[config.mk]
export PLATFORM = sky130hd
export DESIGN_NAME = hpfa_top
export DESIGN_NICKNAME = d
export VERILOG_FILES = /design/src/core/hpfa_pkg.sv /design/src/core/hpfa_top.sv
export SDC_FILE = /design/constraint.sdc
export NUM_CORES = 2
export LEC_CHECK = 0
export BUFFER_PORTS_ARGS = -buffer_cell sky130_fd_sc_hd__buf_4
export CORE_ASPECT_RATIO = 1.4
export CORE_MARGIN = 3
export CORE_UTILIZATION = 35
export DETAILED_ROUTE_END_ITERATION = 7
export PLACE_DENSITY_LB_ADDON = 0.1
export SYNTH_ARGS = -nofsm -noshare
export SYNTH_HDL_FRONTEND = slang
export SYNTH_SLANG_ARGS = --single-unit
[constraint.sdc]
create_clock -name core_clk_i -period 4.25 [get_ports core_clk_i]
set_clock_uncertainty 0.1 [all_clocks]
set_input_delay 0 -clock core_clk_i [delete_from_list [all_inputs] [get_ports core_clk_i]]
set_output_delay 0 -clock core_clk_i [all_outputs]
set_load 0.03 [all_outputs]
[src/core/hpfa_pkg.sv]
// Package: constants for the host port FIFO access block
// Operation
// - Interrupt pin selectable push-pull or open-drain
// - Guard register gates setup and clock writes
// - DMA via window registers without acknowledge pin
// - Sleep isolation blocks the acknowledge input, outputs keep working
// - Valid flag seen within five remain-high reads
// - Write updates even and odd byte together
// - Byte pop removes exactly one head byte
// - Odd DMA count drops final upper byte
// - Disk transfer started by count and launch
// - Drive enable zero floats disk outputs
// - Disk pulls enabled only by register bits
// - Disk and USB paths never stall each other
// - Direct USB-disk transfer through internal FIFO
// - Host pushes whenever space, ignoring packets
// - Host pops whenever data, ignoring packets
// - No reply when unconfigured, invalid or errored
// - One isochronous transaction per microframe only
`default_nettype none

package hpfa_pkg;

  // Register byte offsets
  localparam logic [7:0] A_GUARD    = 8'h00;
  localparam logic [7:0] A_SETUP    = 8'h04;
  localparam logic [7:0] A_CLK      = 8'h08;
  localparam logic [7:0] A_FIFO_W   = 8'h0C;
  localparam logic [7:0] A_BYTE_POP = 8'h10;
  localparam logic [7:0] A_REM_LO   = 8'h14;
  localparam logic [7:0] A_REM_HI   = 8'h18;
  localparam logic [7:0] A_DMA_CNT  = 8'h1C;
  localparam logic [7:0] A_DMA_WIN  = 8'h20;
  localparam logic [7:0] A_USB_CFG  = 8'h24;
  localparam logic [7:0] A_DISK_CFG = 8'h28;
  localparam logic [7:0] A_DISK_CNT = 8'h2C;
  localparam logic [7:0] A_DISK_GO  = 8'h30;

  // Guard key, value arbitrary
  localparam logic [15:0] GUARD_KEY = 16'h0056;

  // Host setup field positions
  localparam int SU_INT_OD = 0;
  localparam int SU_DMA    = 1;
  localparam int SU_ACKPOL = 2;
  localparam int SU_CS     = 3;
  localparam int SU_ISO    = 4;

  // USB setup field positions
  localparam int UC_SRC  = 0;
  localparam int UC_SNK  = 1;
  localparam int UC_HOLD = 2;
  localparam int UC_CONF = 3;
  localparam int UC_ADDR = 4;
  localparam int UC_EP   = 11;

  // Values after reset
  localparam logic [4:0]  SETUP_RST  = 5'h00;
  localparam logic [1:0]  CLK_RST    = 2'h0;
  localparam logic [14:0] USBCFG_RST = 15'h0000;
  localparam logic [5:0]  DISK_RST   = 6'h00;

  // Remain-high reads before the flag is forced
  localparam logic [2:0] MISS_MAX = 3'h4;

  // Transaction reply codes
  typedef enum logic [1:0] {RPL_NONE, RPL_ACK, RPL_NAK} hpfa_reply_e;

endpackage

`default_nettype wire

[src/core/hpfa_top.sv]
// Host port FIFO access block: APB registers, byte FIFO, DMA, USB, disk
`default_nettype none

module hpfa_top
  import hpfa_pkg::*;
#(
  parameter int DEPTH = 64
) (
  // Clock, reset, enable
  input  wire logic        core_clk_i,
  input  wire logic        rst_i,
  input  wire logic        ce_i,
  // APB slave
  input  wire logic        psel_i,
  input  wire logic        penable_i,
  input  wire logic        pwrite_i,
  input  wire logic [7:0]  paddr_i,
  input  wire logic [31:0] pwdata_i,
  input  wire logic [3:0]  pstrb_i,
  output logic      [31:0] prdata_o,
  output logic             pready_o,
  output logic             pslverr_o,
  // Host pins
  input  wire logic        dma_acknowledge_pin_i,
  input  wire logic        sleep_i,
  output logic             int_n_o,
  output logic             int_oe_o,
  output logic             dma_req_o,
  output logic      [1:0]  clock_source_choice_o,
  // USB data streams
  input  wire logic        usb_rx_valid_i,
  input  wire logic [7:0]  usb_rx_data_i,
  output logic             usb_rx_ready_o,
  output logic             usb_tx_valid_o,
  output logic      [7:0]  usb_tx_data_o,
  input  wire logic        usb_tx_ready_i,
  // USB transactions
  input  wire logic        usb_tok_i,
  input  wire logic [6:0]  usb_tok_addr_i,
  input  wire logic [3:0]  usb_tok_ep_i,
  input  wire logic        usb_tok_iso_i,
  input  wire logic        usb_tok_err_i,
  input  wire logic        usb_sof_i,
  output logic             usb_reply_valid_o,
  output hpfa_reply_e      usb_reply_o,
  // Disk data streams and pin control
  input  wire logic        disk_rx_valid_i,
  input  wire logic [7:0]  disk_rx_data_i,
  output logic             disk_rx_ready_o,
  output logic             disk_tx_valid_o,
  output logic      [7:0]  disk_tx_data_o,
  input  wire logic        disk_tx_ready_i,
  output logic      [1:0]  disk_drive_enable_o,
  output logic             disk_pullup_o,
  output logic             disk_pulldown_o,
  output logic      [1:0]  disk_mode_o,
  output logic             disk_busy_o
);

  ////////////////////////////////////////////////////////////////////////////
  // State
  // DEPTH must be a power of two so pointers wrap by themselves
  localparam int AW = $clog2(DEPTH);
  localparam logic [AW:0] LV0 = '0;
  localparam logic [AW:0] LV2 = (AW+1)'(2);

  typedef struct packed {
    logic [31:0] rdata;
    logic [15:0] guard;
    logic [4:0]  setup;
    logic [1:0]  clk_src;
    logic [AW-1:0] wp;
    logic [AW-1:0] rp;
    logic [AW:0] level;
    logic [AW:0] snap;
    logic [2:0]  miss;
    logic [15:0] dma_cnt;
    logic [14:0] usb_cfg;
    logic [5:0]  disk_cfg;
    logic [15:0] disk_cnt;
    logic        disk_busy;
    logic        iso_done;
    logic        rep_v;
    hpfa_reply_e rep;
    logic        ack_m;
    logic        ack_s;
    logic        slp_m;
    logic        slp_s;
  } hpfa_state_s;

  hpfa_state_s q;
  hpfa_state_s d;
  logic [7:0]  mem_q [DEPTH];

  logic        setup_ph;
  logic        acc;
  logic        wr_ok;
  logic        rd_ok;
  logic        key_ok;
  logic        ack_idle;
  logic        dma_ok;
  logic        hit_flag;
  logic        int_act;
  logic        tok_ok;
  logic        usb_rx_go;
  logic        disk_rx_go;
  logic        usb_tx_go;
  logic        disk_tx_go;
  logic [1:0]  dma_n;
  logic [1:0]  push_n;
  logic [1:0]  pop_n;
  logic [7:0]  push_b0;
  logic [7:0]  push_b1;
  logic [7:0]  h0;
  logic [7:0]  h1;
  logic [AW:0] free;
  logic [15:0] lvl16;

  ////////////////////////////////////////////////////////////////////////////
  // Decode and status terms
  // Phase decode, writes take both low bytes
  assign setup_ph = psel_i & ~penable_i;
  assign acc      = psel_i & penable_i & ce_i;
  assign wr_ok    = acc & pwrite_i & (|pstrb_i[1:0]);
  assign rd_ok    = acc & ~pwrite_i;
  assign key_ok   = (q.guard == GUARD_KEY);
  // Isolated pin reads as idle; DMA needs no acknowledge
  assign ack_idle = (q.setup[SU_ISO] & q.slp_s) |
                    (q.ack_s != q.setup[SU_ACKPOL]);
  assign dma_ok   = q.setup[SU_DMA] & ~q.setup[SU_CS] & ack_idle &
                    (q.dma_cnt != 16'h0000);
  assign dma_n    = (q.dma_cnt == 16'h0001) ? 2'd1 : 2'd2;
  // FIFO head and fill
  assign h0    = mem_q[q.rp];
  assign h1    = mem_q[q.rp + AW'(1)];
  assign free  = (AW+1)'(DEPTH) - q.level;
  assign lvl16 = 16'(q.level);
  // Flag shows when count settled or after four misses
  assign hit_flag = (q.level == q.snap) | (q.miss == MISS_MAX);
  // Link streams stand aside during host accesses
  assign usb_rx_ready_o  = ~psel_i & ~q.usb_cfg[UC_SRC] & (free != LV0);
  assign disk_rx_ready_o = ~psel_i & q.usb_cfg[UC_SRC] & q.disk_busy &
                           (free != LV0);
  assign usb_tx_valid_o  = ~psel_i & ~q.usb_cfg[UC_SNK] &
                           ~q.usb_cfg[UC_HOLD] & (q.level != LV0);
  assign disk_tx_valid_o = ~psel_i & q.usb_cfg[UC_SNK] & q.disk_busy &
                           (q.level != LV0);
  assign usb_tx_data_o   = h0;
  assign disk_tx_data_o  = h0;
  // Each path has its own handshake, neither waits on the other
  assign usb_rx_go  = ce_i & usb_rx_valid_i & usb_rx_ready_o;
  assign disk_rx_go = ce_i & disk_rx_valid_i & disk_rx_ready_o;
  assign usb_tx_go  = ce_i & usb_tx_valid_o & usb_tx_ready_i;
  assign disk_tx_go = ce_i & disk_tx_valid_o & disk_tx_ready_i;
  // Transaction acceptance checks
  assign tok_ok = usb_tok_i & q.usb_cfg[UC_CONF] & ~usb_tok_err_i &
                  (usb_tok_addr_i == q.usb_cfg[UC_ADDR +: 7]) &
                  (usb_tok_ep_i < q.usb_cfg[UC_EP +: 4]) &
                  ~(usb_tok_iso_i & q.iso_done);

  ////////////////////////////////////////////////////////////////////////////
  // Outputs
  // Interrupt active while a DMA run has finished
  assign int_act  = q.setup[SU_DMA] & (q.dma_cnt == 16'h0000);
  assign int_n_o  = q.setup[SU_INT_OD] ? 1'b0 : ~int_act;
  assign int_oe_o = q.setup[SU_INT_OD] ? int_act : 1'b1;
  // Bus answers at once while enabled, never with an error
  assign pready_o  = ce_i;
  assign pslverr_o = 1'b0;
  assign prdata_o  = q.rdata;
  // Disk pin control straight from registers
  assign disk_drive_enable_o = q.disk_cfg[1:0];
  assign disk_pullup_o       = q.disk_cfg[2];
  assign disk_pulldown_o     = q.disk_cfg[3];
  assign disk_mode_o         = q.disk_cfg[5:4];
  assign disk_busy_o         = q.disk_busy;
  // Miscellaneous
  assign dma_req_o             = q.setup[SU_DMA] & (q.dma_cnt != 16'h0000);
  assign clock_source_choice_o = q.clk_src;
  assign usb_reply_valid_o     = q.rep_v;
  assign usb_reply_o           = q.rep;

  ////////////////////////////////////////////////////////////////////////////
  // Next state
  always_comb begin
    d       = q;
    push_n  = 2'd0;
    pop_n   = 2'd0;
    push_b0 = pwdata_i[7:0];
    push_b1 = pwdata_i[15:8];
    // Pin synchronisers
    d.ack_m = dma_acknowledge_pin_i;
    d.ack_s = q.ack_m;
    d.slp_m = sleep_i;
    d.slp_s = q.slp_m;
    // FIFO fill, host first then link
    if (wr_ok && paddr_i == A_FIFO_W && free >= LV2) begin
      push_n = 2'd2;
    end else if (wr_ok && paddr_i == A_DMA_WIN && dma_ok &&
                 free >= (AW+1)'(dma_n)) begin
      push_n    = dma_n;
      d.dma_cnt = q.dma_cnt - 16'(dma_n);
    end else if (usb_rx_go) begin
      push_n  = 2'd1;
      push_b0 = usb_rx_data_i;
    end else if (disk_rx_go) begin
      push_n  = 2'd1;
      push_b0 = disk_rx_data_i;
    end
    // FIFO drain, host first then link
    if (rd_ok && paddr_i == A_BYTE_POP && q.level != LV0) begin
      pop_n = 2'd1;
    end else if (rd_ok && paddr_i == A_FIFO_W && q.level >= LV2) begin
      pop_n = 2'd2;
    end else if (rd_ok && paddr_i == A_DMA_WIN && dma_ok &&
                 q.level >= (AW+1)'(dma_n)) begin
      pop_n     = dma_n;
      d.dma_cnt = q.dma_cnt - 16'(dma_n);
    end else if (usb_tx_go || disk_tx_go) begin
      pop_n = 2'd1;
    end
    d.wp    = q.wp + AW'(push_n);
    d.rp    = q.rp + AW'(pop_n);
    d.level = q.level + (AW+1)'(push_n) - (AW+1)'(pop_n);
    // Disk byte count and busy
    if (disk_rx_go || disk_tx_go) begin
      d.disk_cnt = q.disk_cnt - 16'h0001;
      if (q.disk_cnt == 16'h0001) begin
        d.disk_busy = 1'b0;
      end
    end
    // Read data captured in the setup phase
    if (setup_ph) begin
      case (paddr_i)
        A_GUARD:    d.rdata = {16'h0000, q.guard};
        A_SETUP:    d.rdata = 32'(q.setup);
        A_CLK:      d.rdata = 32'(q.clk_src);
        A_FIFO_W:   d.rdata = {16'h0000, h1, h0};
        A_BYTE_POP: d.rdata = {24'h00_0000, h0};
        A_REM_LO:   d.rdata = {24'h00_0000, lvl16[7:0]};
        A_REM_HI:   d.rdata = {16'h0000, hit_flag, 7'h00, lvl16[15:8]};
        A_DMA_CNT:  d.rdata = {16'h0000, q.dma_cnt};
        A_DMA_WIN:  d.rdata = (dma_n == 2'd1) ? {24'h00_0000, h0} :
                              {16'h0000, h1, h0};
        A_USB_CFG:  d.rdata = 32'(q.usb_cfg);
        A_DISK_CFG: d.rdata = 32'(q.disk_cfg);
        A_DISK_CNT: d.rdata = {16'h0000, q.disk_cnt};
        A_DISK_GO:  d.rdata = 32'(q.disk_busy);
        default:    d.rdata = 32'h0000_0000;
      endcase
    end
    // Remain-high read tracks misses
    if (rd_ok && paddr_i == A_REM_HI) begin
      d.snap = q.level;
      d.miss = hit_flag ? 3'h0 : q.miss + 3'h1;
    end
    // Register writes; guarded ones complete but are dropped
    if (wr_ok) begin
      case (paddr_i)
        A_GUARD:    d.guard = pwdata_i[15:0];
        A_SETUP:    if (key_ok) d.setup = pwdata_i[4:0];
        A_CLK:      if (key_ok) d.clk_src = pwdata_i[1:0];
        A_DMA_CNT:  d.dma_cnt = pwdata_i[15:0];
        A_USB_CFG:  d.usb_cfg = pwdata_i[14:0];
        A_DISK_CFG: d.disk_cfg = pwdata_i[5:0];
        A_DISK_CNT: d.disk_cnt = pwdata_i[15:0];
        A_DISK_GO:  if (pwdata_i[0]) d.disk_busy = (q.disk_cnt != 0);
        default:    ;
      endcase
    end
    // Transaction reply; isochronous limit reset each frame
    d.rep_v = 1'b0;
    if (usb_sof_i) begin
      d.iso_done = 1'b0;
    end
    if (tok_ok) begin
      d.rep_v = 1'b1;
      d.rep   = q.usb_cfg[UC_HOLD] ? RPL_NAK : RPL_ACK;
      if (usb_tok_iso_i) begin
        d.iso_done = 1'b1;
      end
    end
  end

  ////////////////////////////////////////////////////////////////////////////
  // Registers
  // State register, frozen while enable is low, reset loads it even then
  always_ff @(posedge core_clk_i) begin
    if (rst_i) begin
      q          <= '0;
      q.setup    <= SETUP_RST;
      q.clk_src  <= CLK_RST;
      q.usb_cfg  <= USBCFG_RST;
      q.disk_cfg <= DISK_RST;
    end else if (ce_i) begin
      q <= d;
    end
  end

  // FIFO storage, low byte first
  always_ff @(posedge core_clk_i) begin
    if (ce_i && push_n != 2'd0) begin
      mem_q[q.wp] <= push_b0;
    end
    if (ce_i && push_n == 2'd2) begin
      mem_q[q.wp + AW'(1)] <= push_b1;
    end
  end
endmodule // hpfa_top

`default_nettype wire

* Yosys cells after proc, flatten, opt, wreduce, memory -nomap -nowiden *
Memory sizes are Yosys's and may differ from the RTL's. A register that Yosys moved wholly into a read port is not among the register bits.
Index checks and enable logic that the tools add are counted.

word-level totals
  input bits = 87
  memories kept = 1
  bits in writable memories = 512
  register bits = 146
  output and inout port bits = 69
  ROM bits = 0
  latch bits = 0

cells by class
  $lt $le $gt $ge = 5
  bitwise logic cells = 49
  div/mod/pow operators = 0
  multiply operators = 0
  multiplexer cells = 42
  add/sub/neg operators = 10
  reductions and logical operators = 33
  equality and inequality tests = 21
  shifts and indexed selects = 0

memories
  name   words  bits a word  rd ports  clocked after memory_dff  wr ports  line            text
  mem_q  64     8            2         1                         2         hpfa_top.sv:93  logic [7:0] mem_q [DEPTH];

operators with widths
  kind                                                                                  count
  16-bit case mux with 13 select lines                                                  1
  16-bit two-way mux                                                                    8
  54-bit two-way mux                                                                    1
  8-bit by 6-bit equality test with 1-bit output (second input constant)                5
  1-bit bitwise AND                                                                     37
  16-bit by 1-bit equality test with 1-bit output (second input constant)               2
  8-bit by 5-bit equality test with 1-bit output (second input constant)                4
  8-bit two-way mux                                                                     4
  16-bit nonzero test                                                                   2
  6-bit two-way mux                                                                     3
  17-bit two-way mux                                                                    1
  16-bit by 7-bit equality test with 1-bit output (second input constant)               1
  8-bit by 4-bit equality test with 1-bit output (second input constant)                2
  16-bit zero test                                                                      1
  16-bit by 1-bit subtractor with 16-bit output (second input constant)                 1
  16-bit by 2-bit subtractor with 16-bit output                                         1
  1-bit logical AND                                                                     15
  15-bit two-way mux                                                                    1
  7-bit equality test                                                                   2
  7-bit by 2-bit greater-or-equal comparator with 1-bit output                          2
  7-bit by 2-bit greater-or-equal comparator with 1-bit output (second input constant)  2
  1-bit two-way mux                                                                     14
  2-bit two-way mux                                                                     7
  7-bit nonzero test                                                                    2
  other kinds (23)                                                                      41

* Logic depth before layout (Yosys ltp) *
  depth in word-level cells = 14
  gate-level depth with buffers = 25
  mapped depth without buffers = 24

* Worst setup path before layout *
OpenSTA, ideal clock, no wires.

  path type = reg-to-reg
  start = register q (netlist bit lvl16[2])
  end = register q (netlist bit lvl16[6])
  slack = -1035 ps
  required time = 4059 ps
  data arrival time = 5094 ps
  stages on the path, launching flop included = 24
  clock period less this slack = 5285 ps
  path through = dfxtp_1 -> clkbuf_1 -> inv_1 -> ha_1 -> and3b_1 -> a2111oi_0 -> nand2_1 -> a21oi_1 -> a31oi_1 -> a21oi_1 -> ha_1 -> inv_1 -> ha_1 -> inv_1 -> fa_1 -> inv_1 -> a21oi_1 -> nor2_1 -> nor2_1 -> nor2_1 -> nor2_1 -> nor2_1 -> o21ai_0 -> a311oi_1

between the ends
  longest elaborated chain between the ends = 10
  elaborated cells between the ends (all ways) = 33

ends and longest elaborated chain
  what                                         line             text
  from (decl)                                  hpfa_top.sv:91   hpfa_state_s q;
  7-bit nonzero test                           hpfa_top.sv:145  ~q.usb_cfg[UC_HOLD] & (q.level != LV0);
  1-bit bitwise AND                            hpfa_top.sv:145
  named net usb_tx_valid_o                     hpfa_top.sv:34   output logic usb_tx_valid_o,
  1-bit bitwise AND (2 in series)              hpfa_top.sv:153  assign usb_tx_go = ce_i & usb_tx_valid_o & usb_tx_ready_i;
  1-bit logical OR                             hpfa_top.sv:219  end else if (usb_tx_go || disk_tx_go) begin
  1-bit two-way mux                            hpfa_top.sv:219
  2-bit two-way mux                            hpfa_top.sv:215  end else if (rd_ok && paddr_i == A_DMA_WIN && dma_ok &&
  2-bit two-way mux                            hpfa_top.sv:213  end else if (rd_ok && paddr_i == A_FIFO_W && q.level >= LV2) begin
  2-bit two-way mux                            hpfa_top.sv:211  if (rd_ok && paddr_i == A_BYTE_POP && q.level != LV0) begin
  7-bit by 2-bit subtractor with 7-bit output  hpfa_top.sv:224  d.level = q.level + (AW+1)'(push_n) - (AW+1)'(pop_n);

The timed path passes the listed nets, and every way through them passes these cells.
A chain may end at the register's enable or synchronous reset.

* Worst setup path after layout *
  start = register q[61] (netlist bit)
  end = register q (netlist bit lvl16[5])

between the ends
  longest elaborated chain between the ends = 8
  elaborated cells between the ends (all ways) = 17

ends and longest elaborated chain
  what                                                                                        line                              text
  16-bit by 1-bit equality test with 1-bit output or 16-bit nonzero test (tied branches)      hpfa_top.sv:132, hpfa_top.sv:131
  2-bit two-way mux or 1-bit bitwise AND (tied branches)                                      hpfa_top.sv:132, hpfa_top.sv:130
  7-bit by 2-bit greater-or-equal comparator with 1-bit output, or another cell as far along  hpfa_top.sv:200                   free >= (AW+1)'(dma_n)) begin
  1-bit logical AND (on tied branches)                                                        hpfa_top.sv:199, hpfa_top.sv:215
  2-bit two-way mux (on tied branches)                                                        hpfa_top.sv:199, hpfa_top.sv:215
  2-bit two-way mux (on tied branches)                                                        hpfa_top.sv:197, hpfa_top.sv:213
  7-bit by 2-bit adder with 7-bit output or 2-bit two-way mux (tied branches)                 hpfa_top.sv:224, hpfa_top.sv:211
  7-bit by 2-bit subtractor with 7-bit output (*)                                             hpfa_top.sv:224

Every way passes the cells marked *; elsewhere a longest branch is shown, timed or not.

==> reports/metrics.yaml <==
status: "finished clean"
ff_latch_area_um2: 18100
synth-edff-count: 512
syn_area_um2: 38000
viasPerCell: 5.88
numCtsBuffers: 71
grt_setup_unrepaired: "yes"
rr_worst_depth: 20
grt-ovfl-total: 0
ios: 156
grt_pass1_wl_um: 212000
worstPathArrival_ns: 4.61
holdCritStartpoint: "disk_rx_data_i[0]"
cts_num_sinks: 648
holdPathStages: 4
area_delta_synth_final_pct: 16.4
dieArea_um2: 113000
layout_common_cells: "592 x nand2_1, 512 x edfxtp_1, 348 x o21ai_0"
finalCriticalPeriod_ns: 4.15
fill_cells: 10095
clk_pin_slew_worst_paths_ns: 0.06
critPathRequiredTime_ns: 4.71
vias: 29068
grt_usage_pct: 25.9
yosysSeqAreaShare_pct: 47.6
synth_flop_cell: "edfxtp_1"
holdWs_ns: 0.0810
initial_utilization_pct: 35.4
drt_iter0_drc: 3281
instances_no_fill: 4941
fmax_ghz: 0.241
hpwl_um: 103000
dieWidth_um: 284
min_path_type: "input pin to flop"
ant_nets: 0
post-route-period-util_pct: 97.6
critPathKind: "flop to flop"
p_leak_uw: 0.0138
fp.dieH_um: 396
root_buffer: "clkbuf_16"
multi_input_area_um2: 18400
firstDrtPassIters: 7
hold_violations: 0
dpl.cell_count: 4761
drive_gt1_share_pct: 25.9
grt_pass1_vias: 28690
yosysWarnings: 0
min_to: "mem_q[30][0]"
cp-start-kind: "flop"
cts_buffer_depth: 3
setup.worst_path.end_class: "flop"
final_util_pct: 41.2
htreeDepth: 3
rr_endpoint: "lvl16[5]"
finalPower_uw: 14900
critPathMaxFanout: 3
p_per_area_nw_per_um2: 338
fin_nets: 3565
drc: 0
r2r-start: "q[61]"
drt_wl_total_um: 148000
r2r_slack_ns: 0.10
vdd_drop_max_uv: 280
antenna_found_initial: 3
maxCapViolCount: 0
insertion_delay_ns: 0.67
relSlewSlack_pct: 16.5
synthCells: 3310
syn_area_per_cell_um2: 11.5
final_common_cell: "nand2_1"
finalMaxSlewViolations: 0
place.gp.congestion: 0.931
cts_tree: "yes"
setup_viol: 0
grt_max_degree: 69
coreArea_um2: 107000
drt-wirelength-per-cell_um: 29.9
worst_pin_slew_ns: 1.25
ys_ff_latch: 648
core.rowCount: 142
synth-async-reset-ratio_pct: 0
synthDistinctLibCells: 84
io_buffers: 120
==> power by group <==
part           total [uW]  internal [uW]  switching [uW]
clock                6310           3570            2740
combinational        1710            651            1060
sequential           6920           6900            19.6
==> logic make-up after synthesis <==
group,share of synthesized area (%)
other cells,0.00987
xor+xnor,0.991
flops,47.6
fa+ha+maj,1.23
compound gates,11.9
simple gates,10.7
mux,22.9
buf+inv,4.62
==> through the flow <==
stage	worst slack, ns	instance area (um2)	setup TNS (ns)
after floorplan	0.0288	38100	0
final	0.102	44200	0
after global routing	-0.114	44200	-0.168
after CTS	0.0481	44200	0
after detailed placement	-0.153	41400	-0.298
after global placement	-0.140	41400	-0.230
==> worst max path at each step <==
stage | start | end | slack, ns | cells past startpoint
2_1_floorplan | q[48] | lvl16[5] | 0.03 | 20
6_report | q[61] | lvl16[5] | 0.10 | 20
3_5_place_dp | q[55] | lvl16[6] | -0.15 | 23
5_1_grt | q[48] | lvl16[6] | -0.11 | 22
3_3_place_gp | q[55] | lvl16[6] | -0.14 | 24
4_1_cts | q[51] | lvl16[6] | 0.05 | 24
==> worst max-delay path, stage by stage, from the launching register on <==
cell and delay (ns):
dfxtp_1 0.32, nor4_1 0.31, buf_4 0.17, nand2_1 0.06, nor2_1 0.12, ha_1 0.26, o311a_1 0.35, o21ai_2 0.08
a31oi_4 0.11, inv_2 0.13, o22ai_4 0.09, inv_2 0.08, fa_1 0.45, ha_1 0.30, a21o_1 0.18, a21oi_1 0.18
nor2_1 0.06, nor2_1 0.10, nor2_1 0.06, or3_1 0.31, a311oi_2 0.26
==> flip-flops by register name, indices dropped and copies added, names as in the netlist, 2 cells and up, named ones only <==
register	count
clock_source_choice_o	2
d	2
disk_drive_enable_o	2
disk_mode_o	2
lvl16	7
mem_q	512
prdata_o	16
q	93
usb_reply_o	2
==> layout make-up <==
cell class / instances / share of cell area, %
Tap cell: 1440 / 4.07
Clock inverter: 33 / 0.639
Sequential cell: 648 / 41.0
Timing Repair Buffer: 413 / 7.93
Clock buffer: 97 / 4.55
Multi-Input combinational cell: 2277 / 41.6
Antenna cell: 1 / 0.00566
Inverter: 32 / 0.272
==> routing by layer <==
layer,wire (um),track usage [%],share of wire [%],vias to the layer above
met5,0,0,0,-
met4,9520,15.0,6.4,0
met3,8940,3.28,6.0,298
met2,76200,46.3,52,1312
met1,53300,29.9,36,14661
li1,-,-,-,12797
==> Yosys cell counts, types with 16 or more instances <==
library cell	n	area, um2
nand2_1	592	2220
edfxtp_1	512	15400
o21ai_0	349	1750
mux4_2	320	7210
clkbuf_1	251	942
nor2_1	162	608
dfxtp_1	136	2720
o21ai_1	134	671
a21oi_1	93	465
mux2i_1	63	631
o22ai_1	63	394
buf_4	54	405
mux2_1	48	541
a22oi_1	33	248
buf_2	33	165
inv_1	32	120
ha_1	31	388
buf_1	30	113
nand3_1	29	145
xnor2_1	25	219
nor3_1	22	110
nor4_1	18	113
xor2_1	18	158
nor2_2	17	106
mux2_4	16	240
==> repair_timing <==
item	4_1_cts	5_1_grt
setup buffers	4	1
setup endpoints to repair	3	3
hold buffers	45	0
endpoints found under the hold margin	179	0
pin swaps	14	18
gates resized for setup	10	14
(Power assumes the default switching activity.)
